## src/include/wupr_pkg.sv

```systemverilog
package wupr_pkg;
   // Data and counter widths.
   localparam int unsigned DATA_W = 8;
   localparam int unsigned ADDR_W = 4;
   localparam int unsigned T12_W = 16;
   localparam int unsigned T3_W = 8;
   localparam int unsigned NUM_IRQ = 5;
   localparam int unsigned MODE_W = 2;

   typedef logic [ADDR_W-1:0] wupr_addr_t;
   typedef logic [DATA_W-1:0] wupr_byte_t;

   // Register word offsets on the plain register port.
   localparam wupr_addr_t ADDR_CTRL = 4'h0;
   localparam wupr_addr_t ADDR_IRQEN = 4'h1;
   localparam wupr_addr_t ADDR_STATUS = 4'h2;
   localparam wupr_addr_t ADDR_APORT = 4'h3;
   localparam wupr_addr_t ADDR_ADIR = 4'h4;
   localparam wupr_addr_t ADDR_BPORT = 4'h5;
   localparam wupr_addr_t ADDR_CPORT = 4'h6;
   localparam wupr_addr_t ADDR_CDIR = 4'h7;
   localparam wupr_addr_t ADDR_DPORT = 4'h8;
   localparam wupr_addr_t ADDR_DDIR = 4'h9;
   localparam wupr_addr_t ADDR_CAP1LO = 4'ha;
   localparam wupr_addr_t ADDR_CAP1HI = 4'hb;
   localparam wupr_addr_t ADDR_CAP2LO = 4'hc;
   localparam wupr_addr_t ADDR_CAP2HI = 4'hd;
   localparam wupr_addr_t ADDR_TMR3 = 4'he;

   // Control register fields.
   localparam int unsigned CTRL_T1_SLEEP = 0;
   localparam int unsigned CTRL_T2_SLEEP = 1;
   localparam int unsigned CTRL_SER_SLEEP = 2;
   localparam int unsigned CTRL_MODE_LSB = 3;
   localparam int unsigned CTRL_T1_RUN = 5;
   localparam int unsigned CTRL_T2_RUN = 6;
   localparam int unsigned CTRL_T3_RUN = 7;
   localparam wupr_byte_t SLEEP_MASK = 8'h07;

   // Status register fields.
   localparam int unsigned STAT_DOZE = 0;
   localparam int unsigned STAT_CAUSE_LSB = 1;
   localparam int unsigned STAT_RESYNC = 6;

   // Interrupt source positions that also feed the capture latches.
   localparam int unsigned IRQ_ONE = 0;
   localparam int unsigned IRQ_THREE = 2;

   // Reset value of every register.
   localparam wupr_byte_t RST_BYTE = 8'h00;

   // Expansion strobe levels held while dozing, as bits 7..4 of port B.
   localparam logic [3:0] B_HI_DOZE = 4'h6;

   typedef enum logic {
      PWR_RUN = 1'b0,
      PWR_DOZE = 1'b1
   } wupr_pwr_e;

   typedef enum logic [1:0] {
      MODE_SINGLE = 2'b00,
      MODE_PERIPH = 2'b01,
      MODE_FULL = 2'b11,
      MODE_MPU = 2'b10
   } wupr_mode_e;
endpackage

```

## src/include/wupr_tmr_if.sv

```systemverilog
`timescale 1ns/1ps
interface wupr_tmr_if #(
   parameter int unsigned W = 16
);
   logic run;
   logic capEn;
   logic capEvent;
   logic [W-1:0] latch;

   // The controller steers the timer; the timer answers with its latch.
   modport ctl (output run, output capEn, output capEvent, input latch);
   modport tmr (input run, input capEn, input capEvent, output latch);
endinterface

```

## src/rtl/wupr_pin_sync.sv

```systemverilog
`timescale 1ns/1ps
module wupr_pin_sync #(
   parameter int unsigned N = 2
) (
   input wire logic clk,
   input wire logic rst_n,
   input wire logic ce,
   input wire logic [N-1:0] pinIn,
   output logic [N-1:0] activePulse
);
   import wupr_pkg::*;

   typedef struct packed {
      logic [N-1:0] s1;
      logic [N-1:0] s2;
      logic [N-1:0] s3;
      logic [N-1:0] lvl;
      logic [N-1:0] pulse;
   } wupr_sync_s;

   wupr_sync_s st;
   wupr_sync_s next_st;

   // Three stages; a level counts once the second and third agree.
   always_comb begin
      next_st = st;
      next_st.s1 = pinIn;
      next_st.s2 = st.s1;
      next_st.s3 = st.s2;
      for (int i = 0; i < N; i++) begin
         if (st.s2[i] == st.s3[i]) begin
            next_st.lvl[i] = st.s3[i];
         end
         // Pins are active low, so a fall of the filtered level is the event.
         next_st.pulse[i] = st.lvl[i] & ~next_st.lvl[i];
      end
   end

   // Pins idle high, so the stages start high.
   always_ff @(posedge clk or negedge rst_n) begin
      if (!rst_n) begin
         st <= '{default: '1, pulse: '0};
      end else if (ce) begin
         st <= next_st;
      end
   end

   assign activePulse = st.pulse;
endmodule // wupr_pin_sync

```

## src/rtl/wupr_timer.sv

```systemverilog
`timescale 1ns/1ps
module wupr_timer #(
   parameter int unsigned W = 16
) (
   input wire logic clk,
   input wire logic rst_n,
   input wire logic ce,
   wupr_tmr_if.tmr bus
);
   import wupr_pkg::*;

   typedef struct packed {
      logic [W-1:0] cnt;
      logic [W-1:0] latch;
   } wupr_tmr_s;

   wupr_tmr_s st;
   wupr_tmr_s next_st;

   // Counts while allowed and holds its value while halted.
   always_comb begin
      next_st = st;
      if (bus.run) begin
         next_st.cnt = st.cnt + W'(1);
      end
      if (bus.capEvent && bus.capEn) begin
         next_st.latch = st.cnt;
      end
   end

   always_ff @(posedge clk or negedge rst_n) begin
      if (!rst_n) begin
         st <= '0;
      end else if (ce) begin
         st <= next_st;
      end
   end

   assign bus.latch = st.latch;
endmodule // wupr_timer

```

## src/rtl/wupr_top.sv

```systemverilog
// The placing of the registers and the plain strobed port are this design's own decisions.
`timescale 1ns/1ps
module wupr_top (
   input wire logic clk,
   input wire logic arst_n,
   input wire logic ce,
   input wire logic [wupr_pkg::ADDR_W-1:0] regAddr,
   input wire logic [wupr_pkg::DATA_W-1:0] regWdata,
   input wire logic regWr,
   input wire logic regRd,
   output logic [wupr_pkg::DATA_W-1:0] regRdata,
   input wire logic idleExec,
   input wire logic [wupr_pkg::NUM_IRQ-1:0] irqReq,
   input wire logic irq_one_pin_n,
   input wire logic irq_three_pin_n,
   input wire logic busClkIn,
   input wire logic busEnIn,
   input wire logic busRwIn,
   input wire logic busAlIn,
   input wire logic [wupr_pkg::DATA_W-1:0] busCIn,
   input wire logic busCOe,
   input wire logic [wupr_pkg::DATA_W-1:0] busDIn,
   output logic cpuHalted,
   output logic serialRun,
   output logic [wupr_pkg::DATA_W-1:0] portAOut,
   output logic [wupr_pkg::DATA_W-1:0] portAOe,
   output logic bus_clock_output,
   output logic enableStrobe,
   output logic readWrite,
   output logic address_latch_strobe,
   output logic [wupr_pkg::DATA_W-1:0] portCOut,
   output logic [wupr_pkg::DATA_W-1:0] portCOe,
   output logic [wupr_pkg::DATA_W-1:0] portDOut,
   output logic [wupr_pkg::DATA_W-1:0] portDOe
);
   import wupr_pkg::*;

   // Apart from rstPipe and the submodules, the block state lives in one record that one register process captures.
   // The output copies sit in it too, so every pin is a flip-flop and the doze
   // values appear one cycle after the power state itself, except cpuHalted, which moves with it.
   typedef struct packed {
      wupr_pwr_e pwr;
      logic [DATA_W-1:0] ctrl;
      logic [NUM_IRQ-1:0] irqEn;
      logic [NUM_IRQ-1:0] cause;
      logic resync;
      logic [DATA_W-1:0] aData;
      logic [DATA_W-1:0] aDir;
      logic [DATA_W-1:0] bData;
      logic [DATA_W-1:0] cData;
      logic [DATA_W-1:0] cDir;
      logic [DATA_W-1:0] dData;
      logic [DATA_W-1:0] dDir;
      logic [T3_W-1:0] t3Cnt;
      logic [DATA_W-1:0] rdata;
      logic [DATA_W-1:0] aOut;
      logic [DATA_W-1:0] aOe;
      logic [3:0] bHi;
      logic [DATA_W-1:0] cOut;
      logic [DATA_W-1:0] cOe;
      logic [DATA_W-1:0] dOut;
      logic [DATA_W-1:0] dOe;
      logic halted;
      logic serRun;
   } wupr_top_s;

   wupr_top_s st;
   wupr_top_s next_st;
   // The helper nets below are decodes of the state or of the inputs, except rstPipe,
   // whose two reset synchroniser flip-flops hold a value of their own.
   logic [1:0] rstPipe;
   logic rst_n;
   logic [1:0] pinEvent;
   logic [T12_W-1:0] capVal [2];
   logic doze;
   logic [1:0] tmrSleep;
   logic [1:0] tmrRunBit;
   logic serHalt;
   wupr_mode_e mode;
   logic [NUM_IRQ-1:0] wakeHit;

   // Release reset through two flip-flops; everything else uses the copy.
   // The release is delayed so that every flip-flop leaves reset on one edge.
   // The assertion of reset still acts at once.
   always_ff @(posedge clk or negedge arst_n) begin
      if (!arst_n) begin
         rstPipe <= '0;
      end else begin
         rstPipe <= {rstPipe[0], 1'b1};
      end
   end
   assign rst_n = rstPipe[1];

   // Filter the two capture pins; bit 0 feeds timer one, bit 1 timer two.
   // Both pins pass the same filter, so the two capture paths have equal
   // latency from the pin fall to the latch load.
   wupr_pin_sync #(
      .N(2)
   ) u_sync (
      .clk(clk),
      .rst_n(rst_n),
      .ce(ce),
      .pinIn({irq_one_pin_n, irq_three_pin_n}),
      .activePulse(pinEvent)
   );

   // Decoded views of the current state.
   // The serial halt only bites while dozing; awake, the run bit alone decides.
   // Any enabled request counts as a wake source, whichever of the five it is.
   assign doze = (st.pwr == PWR_DOZE);
   assign mode = wupr_mode_e'(st.ctrl[CTRL_MODE_LSB +: MODE_W]);
   assign tmrSleep = {st.ctrl[CTRL_T2_SLEEP], st.ctrl[CTRL_T1_SLEEP]};
   assign tmrRunBit = {st.ctrl[CTRL_T2_RUN], st.ctrl[CTRL_T1_RUN]};
   assign serHalt = doze & st.ctrl[CTRL_SER_SLEEP];
   assign wakeHit = irqReq & st.irqEn;

   // Each interface carries the controls of one timer and brings its latch back.
   wupr_tmr_if #(.W(T12_W)) tmrIf [2] ();

   // Timer one and timer two share one structure; each has its own run and sleep bits.
   genvar gi;
   generate
      for (gi = 0; gi < 2; gi++) begin : g_tmr
         // A unit selected to sleep stops counting only while dozing.
         assign tmrIf[gi].run = tmrRunBit[gi] & ~(doze & tmrSleep[gi]);
         // The interrupt enables are left out of the capture path on purpose, so a
         // latch can time an event that is not allowed to wake the core.
         // Capture obeys the sleep select while dozing, never the enables.
         assign tmrIf[gi].capEn = ~(doze & tmrSleep[gi]);
         assign tmrIf[gi].capEvent = pinEvent[gi];
         assign capVal[gi] = tmrIf[gi].latch;
         wupr_timer #(
            .W(T12_W)
         ) u_tmr (
            .clk(clk),
            .rst_n(rst_n),
            .ce(ce),
            .bus(tmrIf[gi])
         );
      end
   endgenerate

   // Register writes, power sequencing, timer three and pin outputs.
   always_comb begin
      next_st = st;

      // A write lands at the edge that samples the strobe.
      // Writes to unmapped words are dropped without trace.
      if (regWr) begin
         unique case (regAddr)
            ADDR_CTRL: begin
               if (doze) begin
                  // Halt selects are frozen for the whole sleep.
                  next_st.ctrl = (regWdata & ~SLEEP_MASK) | (st.ctrl & SLEEP_MASK);
               end else begin
                  next_st.ctrl = regWdata;
               end
            end
            ADDR_IRQEN: next_st.irqEn = regWdata[NUM_IRQ-1:0];
            ADDR_STATUS: begin
               if (regWdata[STAT_RESYNC]) begin
                  next_st.resync = 1'b0;
               end
            end
            ADDR_APORT: next_st.aData = regWdata;
            ADDR_ADIR: next_st.aDir = regWdata;
            ADDR_BPORT: next_st.bData = regWdata;
            ADDR_CPORT: next_st.cData = regWdata;
            ADDR_CDIR: next_st.cDir = regWdata;
            ADDR_DPORT: next_st.dData = regWdata;
            ADDR_DDIR: next_st.dDir = regWdata;
            default: begin
            end
         endcase
      end

      // Sleep entry and exit; the hardware set below wins over a clear.
      // Reset is the other way out; it clears the state in the register process.
      // A second idle while dozing is ignored because only the run arm reads it.
      // The wake cause is kept until the next exit overwrites it.
      unique case (st.pwr)
         PWR_RUN: begin
            if (idleExec) begin
               next_st.pwr = PWR_DOZE;
            end
         end
         PWR_DOZE: begin
            if (|wakeHit) begin
               next_st.pwr = PWR_RUN;
               next_st.cause = wakeHit;
               if (st.ctrl[CTRL_SER_SLEEP]) begin
                  next_st.resync = 1'b1;
               end
            end
         end
      endcase

      // Timer three and the serial unit hold their count while halted.
      // The counter wraps freely; software that times with it must allow for this.
      if (st.ctrl[CTRL_T3_RUN] && !serHalt) begin
         next_st.t3Cnt = st.t3Cnt + T3_W'(1);
      end

      // Read data stand in the cycle after the strobe only.
      // Clearing the word every cycle keeps stale data off the bus between reads.
      // Reads have no side effects; a repeated read differs only where hardware moved the word, as a running timer three does.
      // The two halves of a capture are read apart; software reads low first.
      next_st.rdata = RST_BYTE;
      if (regRd) begin
         unique case (regAddr)
            ADDR_CTRL: next_st.rdata = st.ctrl;
            ADDR_IRQEN: next_st.rdata = DATA_W'(st.irqEn);
            ADDR_STATUS: begin
               next_st.rdata[STAT_DOZE] = doze;
               next_st.rdata[STAT_CAUSE_LSB +: NUM_IRQ] = st.cause;
               next_st.rdata[STAT_RESYNC] = st.resync;
            end
            ADDR_APORT: next_st.rdata = st.aData;
            ADDR_ADIR: next_st.rdata = st.aDir;
            ADDR_BPORT: next_st.rdata = st.bData;
            ADDR_CPORT: next_st.rdata = st.cData;
            ADDR_CDIR: next_st.rdata = st.cDir;
            ADDR_DPORT: next_st.rdata = st.dData;
            ADDR_DDIR: next_st.rdata = st.dDir;
            ADDR_CAP1LO: next_st.rdata = capVal[0][DATA_W-1:0];
            ADDR_CAP1HI: next_st.rdata = capVal[0][T12_W-1:DATA_W];
            ADDR_CAP2LO: next_st.rdata = capVal[1][DATA_W-1:0];
            ADDR_CAP2HI: next_st.rdata = capVal[1][T12_W-1:DATA_W];
            ADDR_TMR3: next_st.rdata = st.t3Cnt;
            default: next_st.rdata = RST_BYTE;
         endcase
      end

      // Port A is plain I/O and is untouched by sleep.
      // Nothing that the doze state does reaches these two copies.
      next_st.aOut = st.aData;
      next_st.aOe = st.aDir;

      // Port B high nibble and ports C and D follow the expansion mode.
      // The mode is decoded from the live control word, so a mode change shows
      // on the pins one cycle after the write, like any other register.
      // Awake in an expansion mode, the strobes and buses come from the bus
      // controller unchanged.
      if (mode == MODE_SINGLE) begin
         next_st.bHi = st.bData[DATA_W-1:4];
         next_st.cOut = st.cData;
         next_st.cOe = st.cDir;
         next_st.dOut = st.dData;
         next_st.dOe = st.dDir;
      end else if (doze) begin
         next_st.bHi = B_HI_DOZE;
         // Address and data lines carry no meaning while asleep.
         next_st.cOut = RST_BYTE;
         next_st.cOe = RST_BYTE;
         next_st.dOut = RST_BYTE;
         next_st.dOe = RST_BYTE;
      end else begin
         next_st.bHi = {busClkIn, busEnIn, busRwIn, busAlIn};
         next_st.cOut = busCIn;
         next_st.cOe = {DATA_W{busCOe}};
         next_st.dOut = busDIn;
         next_st.dOe = {DATA_W{1'b1}};
      end

      // The halt flag follows the next power state, so it rises in the same
      // cycle as the state itself and never lags it.
      next_st.halted = (next_st.pwr == PWR_DOZE);
      next_st.serRun = st.ctrl[CTRL_T3_RUN] & ~serHalt;
   end

   // All state moves together and freezes while the clock enable is low.
   // The reset synchroniser stays outside this gate, so reset still releases
   // while the enable is low.
   always_ff @(posedge clk or negedge rst_n) begin
      if (!rst_n) begin
         st <= '0;
      end else if (ce) begin
         st <= next_st;
      end
   end

   // Every output is a flip-flop of the state.
   // Port B bits 7 to 4 map onto the four strobe pins in that order.
   assign regRdata = st.rdata;
   assign cpuHalted = st.halted;
   assign serialRun = st.serRun;
   assign portAOut = st.aOut;
   assign portAOe = st.aOe;
   assign bus_clock_output = st.bHi[3];
   assign enableStrobe = st.bHi[2];
   assign readWrite = st.bHi[1];
   assign address_latch_strobe = st.bHi[0];
   assign portCOut = st.cOut;
   assign portCOe = st.cOe;
   assign portDOut = st.dOut;
   assign portDOe = st.dOe;
endmodule // wupr_top

```

## config.mk

```make
export PLATFORM = sky130hd
export DESIGN_NAME = wupr_top
export DESIGN_NICKNAME = d
export VERILOG_FILES = /design/src/include/wupr_pkg.sv /design/src/include/wupr_tmr_if.sv /design/src/rtl/wupr_pin_sync.sv /design/src/rtl/wupr_timer.sv /design/src/rtl/wupr_top.sv
export SDC_FILE = /design/constraint.sdc
export NUM_CORES = 1
export LEC_CHECK = 0
export BUFFER_PORTS_ARGS = -buffer_cell sky130_fd_sc_hd__clkbuf_2
export CAP_MARGIN = 10
export CORE_ASPECT_RATIO = 1.2
export CORE_UTILIZATION = 45
export DETAILED_ROUTE_END_ITERATION = 10
export SLEW_MARGIN = 40
export SYNTH_ARGS = -nofsm -noshare
export SYNTH_HDL_FRONTEND = slang
export SYNTH_SLANG_ARGS = --single-unit
```

## constraint.sdc

```tcl
create_clock -name clk -period 7.78 [get_ports clk]
set_clock_uncertainty 0.15 [all_clocks]
set_input_delay 0.389 -clock clk [delete_from_list [all_inputs] [get_ports clk]]
set_output_delay 0.389 -clock clk [all_outputs]
set_load 0.02 [all_outputs]
```

==> flow_metrics.env <==
export IMPL_path_clk_slew_ps=60
export IMPL_power_density_mw_per_mm2=286.6
export IMPL_crit_type="in -> reg"
export IMPL_gp_congestion=0.8799
export IMPL_place_ws_ps=4893
export IMPL_post_synth_cell_area_avg_um2=11.57
export IMPL_critPathMaxFanout=31
export IMPL_syn_to_final_growth_pct=11.12
export IMPL_wire_per_inst_um=21.47
export IMPL_final_nets=990
export IMPL_cp_required_ps=8010
export IMPL_n_antenna_cell=0
export IMPL_grt_usage_pct=22.93
export IMPL_setup_ws_ps=5368
export IMPL_ys_async_sr_fraction_pct=100.0
export IMPL_period_minus_slack_ps=2412
export IMPL_period_share_pct=31.00
export IMPL_vdd_drop_max_v=0.0001250
export IMPL_ys_flop_type="dfrtp_1"
export IMPL_min_path_type="in -> reg"
export IMPL_drtAntennaViolNets=0
export IMPL_cp_start_kind="input port"
export IMPL_netlist_area_mm2=0.01037
export IMPL_synth_fp_nets=946
export IMPL_die_y_um=168.3
export IMPL_grt_max_degree=74
export IMPL_status="completed"
export IMPL_clk_latency_ps=510
export IMPL_synth_edf_count=0
export IMPL_ys_ff_latch=221
export IMPL_hold_ws_ps=15.99
export IMPL_rrSetupSlack_ps=5550
export IMPL_cts_tree="yes"
export IMPL_cts_sinks=221
export IMPL_grt_pass1_wl_um=41440
export IMPL_fin_tns_setup_ps=0
export IMPL_r2r_start="mode[1]"
export IMPL_cp_end_kind="register"
export IMPL_start_util_pct=46.07
export IMPL_maxCapViolCount=0
export IMPL_synth_seq_area_share_pct=53.40
export IMPL_rows=60
export IMPL_cp_arrival_ps=2640
export IMPL_design_area_mm2=0.01153
export IMPL_finalMaxSlewViolations=0
export IMPL_placed_cell_area_mm2=0.01075
export IMPL_post_cts_resized=0
export IMPL_yosysWarnings=0
export IMPL_port_buffers=107
export IMPL_core_region_area_mm2=0.02252
export IMPL_place_hpwl_um=19340
export IMPL_drive_gt1_share_pct=31.77
export IMPL_slew_headroom_pct=47.15
export IMPL_synth_cells=897
export IMPL_io_pin_count=108
export IMPL_die_w_um=140.6
export IMPL_worst_pin_slew_ps=792.7
export IMPL_finalHoldViolCount=0
export IMPL_postLayoutCoreUtil_pct=51.19
export IMPL_grt_pass1_vias=6871
export IMPL_setup_viol=0
export IMPL_yosysUniqueCellTypes=60
export IMPL_fp_dieArea_mm2=0.02367
export IMPL_max_freq_mhz=414.6
export IMPL_worstSetupEndpoint="next_st[43]"
export IMPL_vias=7014
export IMPL_antenna_found_initial=0
export IMPL_reg2reg_to="portCOe[6]"
export IMPL_grt_overflow_total=0
export IMPL_htree_levels=1
export IMPL_drt_initial_drc_count=463
export IMPL_drc=0
export IMPL_wl_um=26530
export IMPL_clockBufferDepth=3
export IMPL_cts_root_buf="clkbuf_16"
export IMPL_drt_pass1_iterations=5
export IMPL_rsz0062_at_grt="false"
export IMPL_cts_buffers=22
export IMPL_crit_start="regAddr[2]"
export IMPL_p_leak_nw=5.270
export IMPL_r2r_cells=6
export IMPL_via_per_inst=5.675
sequential cells by signal (all words and copies together) (netlist names), 2 cells and up:
register,cells
portAOe,8
u_sync.activePulse,2
portDOe,8
next_st,16
rstPipe,2
g_tmr.u_tmr.bus.latch,32
portDOut,8
portCOut,8
regRdata,8
portAOut,8
mode,2
u_sync.st,4
g_tmr.u_tmr.st,32
portCOe,8
st,65
u_sync.next_st,4
worst max-delay path: stages:
cell and delay [ps]:
clkbuf_2 570, and2b_1 530, nand3_1 300, nor2_2 460
mux2_2 390
synth_stat cells (all sizes together) (12+ instances only):
cell | instances | area (µm²)
dfrtp | 213 | 5330
mux2 | 131 | 1475
a21oi | 88 | 440.4
buf | 84 | 563.0
nor2 | 57 | 224.0
nand2 | 50 | 192.7
xnor2 | 30 | 262.8
nand3 | 19 | 95.09
nor3b | 18 | 135.1
o21ai | 18 | 90.09
clkbuf | 17 | 63.81
mux2i | 15 | 150.1
a22oi | 14 | 105.1
and3 | 12 | 75.07
where the power goes:
group          internal (W)  leakage, nW  switching (W)  total, W
Combinational      0.000282         2.07       0.000374  0.000656
Sequential          0.00137         2.84       0.000225   0.00159
Clock              0.000623        0.356       0.000434   0.00106
Total               0.00227         5.27        0.00103   0.00330
placed cells by master, fill, tap and decap left out, drive strengths merged, types with 4 or more instances in the layout:
| master | n |
|---|---|
| nor2 | 57 |
| dlygate4sd3 | 5 |
| and3 | 12 |
| xnor2 | 30 |
| a21oi | 88 |
| nand3 | 19 |
| a221oi | 4 |
| nor3b | 18 |
| o21ai | 18 |
| and4 | 6 |
| inv | 4 |
| nand4 | 10 |
| o2bb2ai | 5 |
| nor3 | 5 |
| nor2b | 10 |
| dfstp | 8 |
| clkinv | 4 |
| and2 | 6 |
| nand2b | 5 |
| xor2 | 7 |
| mux2 | 131 |
| mux2i | 15 |
| dfrtp | 213 |
| clkbuf | 139 |
| a22oi | 14 |
| o22ai | 7 |
| a211oi | 6 |
| nand2 | 50 |
| a32oi | 7 |
| buf | 11 |
metal layers:
layer | GRT usage [%] | vias to the layer above | wire length (µm) | part of all wire, %
met5 | 0 | - | 0 | 0
met4 | 7.278 | 0 | 796 | 3.0
met3 | 3.185 | 41 | 1333 | 5.0
met2 | 37.55 | 225 | 12580 | 47
met1 | 31.51 | 3494 | 11820 | 45
li1 | - | 3254 | - | -
repair_timing:
| action | 4_1_cts | 5_1_grt |
|---|---|---|
| setup buffers | 0 | 0 |
| endpoints found under the hold margin | 6 | 0 |
| setup endpoints to repair | 0 | 0 |
| hold buffers | 5 | 0 |
how the worst min path moves through the flow:
stage               depth (start not counted)         end  startpoint
detailed placement                          1  rstPipe[0]      arst_n
global placement                            1  rstPipe[0]      arst_n
CTS                                         3     st[131]   irqReq[4]
floorplan                                   0  rstPipe[0]      arst_n
finish                                      3     st[131]   irqReq[4]
global route                                2  rstPipe[1]      arst_n
final cells by class:
cell class | count | area, µm²
Clock buffer | 34 | 666.9
Multi-Input combinational cell | 571 | 4200
Fill cell | 2016 | 10990
Timing Repair Buffer | 121 | 695.7
Sequential cell | 221 | 5544
Clock inverter | 6 | 57.56
Inverter | 4 | 15.01
Tap cell | 279 | 349.1
cells by family after synthesis:
logic type | count (synthesis) | share of synthesized area [%]
flip-flops | 221 | 53.40
adder cells (fa/ha/maj) | 3 | 0.3618
other | 1 | 0.03614
AO/OA/AOI/OAI | 173 | 10.31
multiplexers | 146 | 15.67
XOR/XNOR | 37 | 3.123
buffers and inverters | 105 | 6.187
AND/OR/NAND/NOR | 211 | 10.91
metrics by stage:
| stage | power [W] | instances |
|---|---|---|
| 2_1_floorplan | 0.002071 | 897 |
| 3_3_place_gp | 0.002253 | 1189 |
| 3_5_place_dp | 0.002268 | 1191 |
| 4_1_cts | 0.003337 | 1236 |
| 5_1_grt | 0.003463 | 1236 |
| 6_report | 0.003304 | 1236 |
(Power assumes the default switching activity.)
